--- src/include/sxb_cfg.svh ---
`ifndef SXB_CFG_SVH
`define SXB_CFG_SVH
`define SXB_OFS_COM2 4'h0
`define SXB_OFS_DDR 4'h1
`define SXB_OFS_ARB 4'h2
`define SXB_OFS_LAST 4'hB
`define SXB_HOST_ARB_OFS 8'h77
`define SXB_TGT_REGS 4'h0
`define SXB_TGT_LCD 4'h1
`define SXB_TGT_CS0 4'h2
`define SXB_TGT_CS3 4'h5
`define SXB_ARB_REQ_BIT 0
`define SXB_ARB_GNT_BIT 1
`define SXB_ARB_MRQ_BIT 2
`define SXB_REG_RESET 8'h00
`define SXB_STROBE_CYCLES 4'h3
`endif

--- src/include/sxb_pkg.sv ---
package sxb_pkg;
    typedef struct packed {
        logic valid;
        logic write;
        logic [7:0] code;
        logic [7:0] wdata;
    } sxb_cmd_s;
    typedef struct packed {
        logic lcd_chip_select;
        logic [3:0] sel;
        logic lcd_latch_strobe;
        logic rd;
        logic wr;
        logic [3:0] expansion_address_pins;
    } sxb_xbus_s;
    typedef enum logic [1:0] {
        SXB_GRANT_HOST,
        SXB_GRANT_SMB
    } sxb_owner_e;
endpackage

--- src/hw/sxb_arbiter.sv ---
`timescale 1ns/1ps
`include "sxb_cfg.svh"
module sxb_arbiter (
    input wire logic core_clk,
    input wire logic resetn,
    input wire logic host_side_request,
    input wire logic smbus_side_request,
    input wire logic smbus_side_forcing_request,
    output sxb_pkg::sxb_owner_e owner,
    output logic handover
);
    import sxb_pkg::*;
    sxb_owner_e owner_reg, owner_next;
    logic hreq_q_reg, sreq_q_reg, hreq_q_next, sreq_q_next;
    logic handover_reg, handover_next;

    always_comb begin
        logic h_rise;
        logic s_rise;
        h_rise = host_side_request & ~hreq_q_reg;
        s_rise = smbus_side_request & ~sreq_q_reg;
        owner_next = owner_reg;
        if (smbus_side_forcing_request) begin
            owner_next = SXB_GRANT_SMB;
        end else if (!host_side_request && !smbus_side_request) begin
            owner_next = SXB_GRANT_HOST;
        end else if (owner_reg == SXB_GRANT_HOST) begin
            // host holding with request keeps it, also on a tie (no ping-pong)
            if (smbus_side_request && (!host_side_request || (h_rise && !s_rise))) begin
                owner_next = SXB_GRANT_SMB;
            end
        end else begin
            if (!smbus_side_request) begin
                owner_next = SXB_GRANT_HOST;
            end
        end
        hreq_q_next = host_side_request;
        sreq_q_next = smbus_side_request;
        handover_next = owner_next != owner_reg;
    end

    always_ff @(posedge core_clk or negedge resetn) begin
        if (!resetn) begin
            owner_reg <= SXB_GRANT_HOST;
            // host request boots high; a low history here would fake a rise
            hreq_q_reg <= 1'b1;
            sreq_q_reg <= 1'b0;
            handover_reg <= 1'b0;
        end else begin
            owner_reg <= owner_next;
            hreq_q_reg <= hreq_q_next;
            sreq_q_reg <= sreq_q_next;
            handover_reg <= handover_next;
        end
    end

    assign owner = owner_reg;
    assign handover = handover_reg;

    AST_FORCE_WINS: assert property (@(posedge core_clk) disable iff (!resetn)
        smbus_side_forcing_request |=> owner == SXB_GRANT_SMB)
        else $error("forcing request did not grant smbus side");
    AST_IDLE_HOST: assert property (@(posedge core_clk) disable iff (!resetn)
        (!host_side_request && !smbus_side_request && !smbus_side_forcing_request)
        |=> owner == SXB_GRANT_HOST)
        else $error("idle arbiter did not return grant to host");
    AST_HOLD: assert property (@(posedge core_clk) disable iff (!resetn)
        (owner == SXB_GRANT_SMB && smbus_side_request) |=> owner == SXB_GRANT_SMB)
        else $error("smbus holder lost grant while requesting");
    AST_NO_OSC: assert property (@(posedge core_clk) disable iff (!resetn)
        (handover && $stable(host_side_request) && $stable(smbus_side_request)
        && !smbus_side_forcing_request) |=> !handover)
        else $error("grant oscillated with stable requests");
endmodule // sxb_arbiter

--- src/hw/sxb_bridge.sv ---
`timescale 1ns/1ps
`include "sxb_cfg.svh"
module sxb_bridge (
    input wire logic core_clk,
    input wire logic resetn,
    input sxb_pkg::sxb_cmd_s cmd,
    output logic [7:0] rdata,
    output logic rdata_valid,
    input wire logic [7:0] xbus_rdata,
    output sxb_pkg::sxb_xbus_s xbus,
    output logic [7:0] xbus_wdata,
    input wire logic host_wr,
    input wire logic [7:0] host_addr,
    input wire logic [7:0] host_wdata,
    output logic [7:0] host_side_bus_arbitration,
    output logic [7:0] com2_disable_reg,
    output logic [7:0] slave_device_disable_reg,
    input wire logic [7:0] elapsed_count [8]
);
    import sxb_pkg::*;

    function automatic logic target_valid(input logic [3:0] hi);
        target_valid = hi <= `SXB_TGT_CS3;
    endfunction

    typedef enum logic [1:0] {SXB_IDLE, SXB_STROBE} sxb_state_e;
    sxb_state_e state_reg, state_next;
    logic [3:0] cnt_reg, cnt_next;
    sxb_owner_e owner;
    logic handover;
    logic host_req_reg, host_req_next;
    logic smbus_side_request_reg, smbus_side_request_next, smbus_side_forcing_request_reg, smbus_side_forcing_request_next;
    logic [7:0] com2_reg, com2_next, ddr_reg, ddr_next;
    logic [7:0] rdata_reg, rdata_next;
    logic rvalid_reg, rvalid_next;
    sxb_xbus_s xbus_reg, xbus_next;
    logic [7:0] xwd_reg, xwd_next;
    logic [7:0] harb_reg, harb_next;

    sxb_arbiter u_arb (
        .core_clk(core_clk),
        .resetn(resetn),
        .host_side_request(host_req_reg),
        .smbus_side_request(smbus_side_request_reg),
        .smbus_side_forcing_request(smbus_side_forcing_request_reg),
        .owner(owner),
        .handover(handover)
    );

    always_comb begin
        logic [3:0] hi;
        logic [3:0] lo;
        logic smbus_side_grant;
        hi = cmd.code[7:4];
        lo = cmd.code[3:0];
        smbus_side_grant = owner == SXB_GRANT_SMB;
        state_next = state_reg;
        cnt_next = cnt_reg;
        host_req_next = host_req_reg;
        smbus_side_request_next = smbus_side_request_reg;
        smbus_side_forcing_request_next = smbus_side_forcing_request_reg;
        com2_next = com2_reg;
        ddr_next = ddr_reg;
        rdata_next = rdata_reg;
        rvalid_next = 1'b0;
        xbus_next = xbus_reg;
        xwd_next = xwd_reg;
        if (host_wr && host_addr == `SXB_HOST_ARB_OFS) begin
            host_req_next = host_wdata[`SXB_ARB_REQ_BIT];
        end
        unique case (state_reg)
            SXB_IDLE: begin
                if (cmd.valid && hi == `SXB_TGT_REGS) begin
                    // undefined offsets fall through untouched
                    if (lo <= `SXB_OFS_LAST) begin
                        rvalid_next = ~cmd.write;
                        unique case (lo)
                            `SXB_OFS_COM2: rdata_next = com2_reg;
                            `SXB_OFS_DDR: rdata_next = ddr_reg;
                            `SXB_OFS_ARB: rdata_next = {5'h00, smbus_side_forcing_request_reg, smbus_side_grant, smbus_side_request_reg};
                            4'h3: rdata_next = 8'h00;
                            default: rdata_next = elapsed_count[3'(lo - 4'h4)];
                        endcase
                        if (cmd.write && lo == `SXB_OFS_COM2) com2_next = cmd.wdata;
                        if (cmd.write && lo == `SXB_OFS_DDR) ddr_next = cmd.wdata;
                        if (cmd.write && lo == `SXB_OFS_ARB) begin
                            smbus_side_request_next = cmd.wdata[`SXB_ARB_REQ_BIT];
                            smbus_side_forcing_request_next = cmd.wdata[`SXB_ARB_MRQ_BIT];
                        end
                    end
                end else if (cmd.valid && target_valid(hi) && smbus_side_grant) begin
                    // ungranted expansion commands are dropped, host polls grant first
                    xbus_next.expansion_address_pins = lo;
                    xbus_next.lcd_chip_select = hi == `SXB_TGT_LCD;
                    xbus_next.sel = '0;
                    if (hi == `SXB_TGT_LCD) begin
                        xbus_next.sel[1] = 1'b1;
                    end else begin
                        xbus_next.sel[2'(hi - `SXB_TGT_CS0)] = 1'b1;
                    end
                    xbus_next.rd = (hi == `SXB_TGT_LCD) ? lo[0] : ~cmd.write;
                    xbus_next.wr = (hi == `SXB_TGT_LCD) ? ~lo[0] : cmd.write;
                    xbus_next.lcd_latch_strobe = hi == `SXB_TGT_LCD;
                    xwd_next = cmd.wdata;
                    cnt_next = `SXB_STROBE_CYCLES;
                    state_next = SXB_STROBE;
                end
            end
            SXB_STROBE: begin
                cnt_next = cnt_reg - 4'h1;
                if (handover || cnt_reg == 4'h1) begin
                    if (xbus_reg.rd && !handover) begin
                        rdata_next = xbus_rdata;
                        rvalid_next = 1'b1;
                    end
                    xbus_next = '0;
                    state_next = SXB_IDLE;
                end
            end
            default: state_next = SXB_IDLE;
        endcase
        harb_next = {6'h00, owner == SXB_GRANT_HOST, host_req_next};
    end

    always_ff @(posedge core_clk or negedge resetn) begin
        if (!resetn) begin
            state_reg <= SXB_IDLE;
            cnt_reg <= 4'h0;
            host_req_reg <= 1'b1;
            smbus_side_request_reg <= 1'b0;
            smbus_side_forcing_request_reg <= 1'b0;
            com2_reg <= `SXB_REG_RESET;
            ddr_reg <= `SXB_REG_RESET;
            rdata_reg <= 8'h00;
            rvalid_reg <= 1'b0;
            xbus_reg <= '0;
            xwd_reg <= 8'h00;
            harb_reg <= 8'h03;
        end else begin
            state_reg <= state_next;
            cnt_reg <= cnt_next;
            host_req_reg <= host_req_next;
            smbus_side_request_reg <= smbus_side_request_next;
            smbus_side_forcing_request_reg <= smbus_side_forcing_request_next;
            com2_reg <= com2_next;
            ddr_reg <= ddr_next;
            rdata_reg <= rdata_next;
            rvalid_reg <= rvalid_next;
            xbus_reg <= xbus_next;
            xwd_reg <= xwd_next;
            harb_reg <= harb_next;
        end
    end

    assign rdata = rdata_reg;
    assign rdata_valid = rvalid_reg;
    assign xbus = xbus_reg;
    assign xbus_wdata = xwd_reg;
    assign host_side_bus_arbitration = harb_reg;
    assign com2_disable_reg = com2_reg;
    assign slave_device_disable_reg = ddr_reg;

    AST_NO_SEL_HIGH: assert property (@(posedge core_clk) disable iff (!resetn)
        (state_reg == SXB_IDLE && cmd.valid && cmd.code[7:4] > 4'h5) |=> xbus.sel == 4'h0)
        else $error("select asserted for unused target");
    AST_LCD_SEL: assert property (@(posedge core_clk) disable iff (!resetn)
        xbus.lcd_chip_select |-> (xbus.sel == 4'h2 && xbus.lcd_latch_strobe))
        else $error("lcd select without select one and strobe");
    AST_ONEHOT: assert property (@(posedge core_clk) disable iff (!resetn)
        $onehot0(xbus.sel))
        else $error("more than one expansion select");
    AST_DIR: assert property (@(posedge core_clk) disable iff (!resetn)
        xbus.lcd_chip_select |-> xbus.rd == xbus.expansion_address_pins[0])
        else $error("lcd direction not from command bit zero");
    AST_UNDEF: assert property (@(posedge core_clk) disable iff (!resetn)
        (state_reg == SXB_IDLE && cmd.valid && cmd.code[7:4] == 4'h0 && cmd.code[3:0] > 4'hB)
        |=> ($stable(com2_reg) && $stable(ddr_reg) && !rdata_valid))
        else $error("undefined register command had effect");
    AST_GRANT_RO: assert property (@(posedge core_clk) disable iff (!resetn)
        (!smbus_side_forcing_request_reg && !smbus_side_request_reg && !host_req_reg) |=> ##1 owner == SXB_GRANT_HOST)
        else $error("grant not driven by hardware");
    AST_ONLY_GRANTED: assert property (@(posedge core_clk) disable iff (!resetn)
        $rose(state_reg == SXB_STROBE) |-> $past(owner) == SXB_GRANT_SMB)
        else $error("expansion cycle without grant");
    AST_RESET_HOST: assert property (@(posedge core_clk)
        $rose(resetn) |-> owner == SXB_GRANT_HOST)
        else $error("host side not granted after reset");
    AST_ABORT: assert property (@(posedge core_clk) disable iff (!resetn)
        (state_reg == SXB_STROBE && handover) |=> (xbus.sel == 4'h0 && !rdata_valid))
        else $error("expansion cycle not ended on handover");
endmodule // sxb_bridge

--- config.mk ---
export PLATFORM = sky130hd
export DESIGN_NAME = sxb_bridge
export DESIGN_NICKNAME = d
export VERILOG_FILES = /design/src/include/sxb_pkg.sv /design/src/hw/sxb_arbiter.sv /design/src/hw/sxb_bridge.sv
export VERILOG_INCLUDE_DIRS = /design/src /design/src/include
export SDC_FILE = /design/constraint.sdc
export NUM_CORES = 1
export LEC_CHECK = 0
export BUFFER_PORTS_ARGS = -buffer_cell sky130_fd_sc_hd__buf_2
export CAP_MARGIN = 20
export CORE_MARGIN = 4
export CORE_UTILIZATION = 50
export DETAILED_ROUTE_END_ITERATION = 10
export GPL_ROUTABILITY_DRIVEN = 0
export PLACE_DENSITY = 0.88
export SETUP_SLACK_MARGIN = 0.05
export SYNTH_ARGS = -nofsm -noshare
export SYNTH_HDL_FRONTEND = slang
export SYNTH_SLANG_ARGS = --single-unit
--- constraint.sdc ---
create_clock -name core_clk -period 3.3 [get_ports core_clk]
set_clock_uncertainty 0.15 [all_clocks]
set_input_delay 0.33 -clock core_clk [delete_from_list [all_inputs] [get_ports core_clk]]
set_output_delay 0.33 -clock core_clk [all_outputs]
set_load 0.03 [all_outputs]
==> qor.txt <==
Synth Instances: 313
Detailed Place HPWL: 6850 um
Ports: 162
Min Hold Slack: 0.0663 ns
power per cell area: 522 nW/um2
post-route ant nets: 0
Post-synth EDFFs: 0
CTS tree: built
post-synthesis register bit count: 58
drt first pass iters: 4
Die ar.: 7890 um2
CP Buf/Inv Count: 1
CTS root buffer: clkbuf_8
setup bufs post-CTS: 0
Final Cycle Share: 0.699
number of max-cap violations: 0
CP endpoint kind: flop
crit-path max FO: 42
All-Layer GR Usage: 0.226
final setup fails: 0
total gr overflow: 0
CP top delay family: buffers and inverters
PortBufs: 148
clk buf depth: 2
Peak VDD IR: 441 uV
Slew HR: 0.276
min Tclk post-route: 2.31 ns
CTS Buf Count: 9
Yosys warnings: 0
Starting Density: 0.514
Via Count: 2927
worst min-delay path category: input pin to flop
critical path type: input pin to flop
Avg Vias per Cell: 5.41
Final Max Tran Viols: 0
max reg flops: 11
synthesized cell area: 3270 um2
leakage: 2.33 nW
pre-CTS setup slack: 0.626 ns
die width: 88.8 um
first-pass GRT wire length: 13500 um
Fin Setup TNS: 0 ns
largest net degree at the start of global routing: 48
Final Hold Vio Count: 0
Final Power: 0.00224 W
share of cells above drive strength 1: 0.435
Core Area: 6350 um2
clock-pin transition on the worst setup and hold timing paths: 0.07 ns
initial antenna violation count: 0
sequential area share after synthesis: 0.446
Peak Freq: 433 MHz
Sink Count: 58
Fillers: 511
synth unique cells: 51
die height: 88.8 um
Slew @ Worst Pin: 1.09 ns
asr flop ratio synth: 1.00
Remaining DRCs: 0
Crit path arrival time: 2.35 ns
RSZ-0062 raised after global routing: false
final setup margin: 0.993 ns
Setup crit start kind: input pin
ANT cells: 0
cells along the critical path: buf_2 > mux2_2 > nand2_1 > o21ai_0 > a2111oi_0 > o31ai_1
CP peak stage delay: 0.81 ns
H-tree Lvls: 3
DR WL/cell: 16.7 um
Clock Latency Late Sink: 0.34 ns
Final #Nets: 570
Crit-path slowest cell: buf_2
Site Rows: 29
DRT iter0 DRCs: 182
status: finished, final reports clean
Layout area overhead: 31.4%
post_cts resized: 0
Hold Buf Count CTS: 0
CP required: 3.35 ns
Syn Area/Cell: 10.4 um2
drt total wl: 9020 um
ys flop type: dfrtp_1
vias in the first global route: 2779
[layer usage]
| metal | part of all wire | vias up | GRT usage |
|---|---|---|---|
| met2 | 0.49 | 124 | 0.370 |
| met4 | 0.010 | 0 | 0.0687 |
| met3 | 0.074 | 11 | 0.0493 |
| met1 | 0.42 | 1385 | 0.301 |
| li1 | - | 1407 | - |
| met5 | 0 | - | 0 |
[layout by cell type (no fill, tap or decap), drive strengths merged, types with 2 or more instances in the layout]
cell	instances
bufinv	3
nor3	2
o22ai	9
o21ai	13
nand2	51
dfstp	3
nor2	19
a32o	2
nor2b	5
buf	153
conb	6
a2111oi	6
inv	8
a21oi	5
mux2	24
a22o	4
mux2i	35
nor4	3
nor3b	3
ha	2
dfrtp	55
o31ai	8
nand2b	5
or3	2
clkbuf	12
nand3b	3
a21o	2
[worst min-delay path, stage by stage]
cell,delay (ns)
buf_2,0.10
nand2_1,0.05
nand2_1,0.05
[final cells by class]
cell class              count  area, um2  share of cell area
flip-flops and latches     58       1460               0.339
repair buffers            154        808               0.188
clock inverters             4       97.6              0.0227
clock buffers              12        155              0.0362
multi-input cells         228       1650               0.384
inverters                   8       30.0             0.00700
well taps                  77       96.3              0.0224
[per-stage QoR]
step	utilization	area, um2	instances
4_1_cts	0.669	4250	538
3_3_place_gp	0.629	3990	522
2_1_floorplan	-	3280	318
3_5_place_dp	0.629	3990	522
5_1_grt	0.676	4290	541
6_report	0.676	4290	541
[kinds of logic (layout without fill, tap and decap cells)]
family / after synthesis / in the layout / synth area share
buf+inv: 32 / 178 / 0.0552
simple gates: 100 / 100 / 0.156
mux: 60 / 60 / 0.206
compound gates: 59 / 59 / 0.125
flops: 58 / 58 / 0.446
other cells: 1 / 6 / 0.00115
xor+xnor: 1 / 1 / 0.00268
fa+ha+maj: 2 / 2 / 0.00766
[power breakdown]
part | switching [W] | internal, W
combinational | 0.000339 | 0.000211
clock | 0.000281 | 0.000543
sequential | 0.0000617 | 0.000802
[worst paths after layout]
path	from	end	slack, ns	cells after the start
setup / recovery	cmd[9]	rdata[7]	0.99	6
hold / removal	cmd[1]	xbus_wdata[1]	0.07	3
setup reg to reg	state_reg[0]	slave_device_disable_reg[6]	1.10	5
hold reg to reg	host_side_bus_arbitration[0]	u_arb.hreq_q_reg	0.23	0
max in group asynchronous	resetn	slave_device_disable_reg[6]	2.03	3
min in group asynchronous	resetn	u_arb.sreq_q_reg	0.38	2
[cells in the mapped netlist, types with 2 or more instances]
| cell type | number | area, um2 |
|---|---|---|
| nor2_1 | 18 | 67.6 |
| buf_6 | 2 | 22.5 |
| a2111oi_0 | 6 | 52.6 |
| o31ai_1 | 8 | 60.1 |
| nand2b_1 | 5 | 31.3 |
| nor3b_1 | 2 | 15.0 |
| o22ai_1 | 9 | 56.3 |
| nor4_1 | 3 | 18.8 |
| a32o_1 | 2 | 20.0 |
| clkbuf_1 | 6 | 22.5 |
| nand3b_1 | 3 | 22.5 |
| ha_1 | 2 | 25.0 |
| or3_1 | 2 | 12.5 |
| a21oi_1 | 5 | 25.0 |
| mux2i_1 | 35 | 350 |
| a21o_1 | 2 | 15.0 |
| mux2_2 | 16 | 180 |
| buf_2 | 6 | 30.0 |
| buf_4 | 10 | 75.1 |
| a22o_1 | 4 | 35.0 |
| nor2b_1 | 5 | 31.3 |
| nand2_1 | 51 | 191 |
| mux2_4 | 8 | 120 |
| o21ai_0 | 13 | 65.1 |
| dfstp_2 | 3 | 78.8 |
| dfrtp_1 | 55 | 1380 |
| inv_1 | 8 | 30.0 |
(Power assumes the default switching activity.)
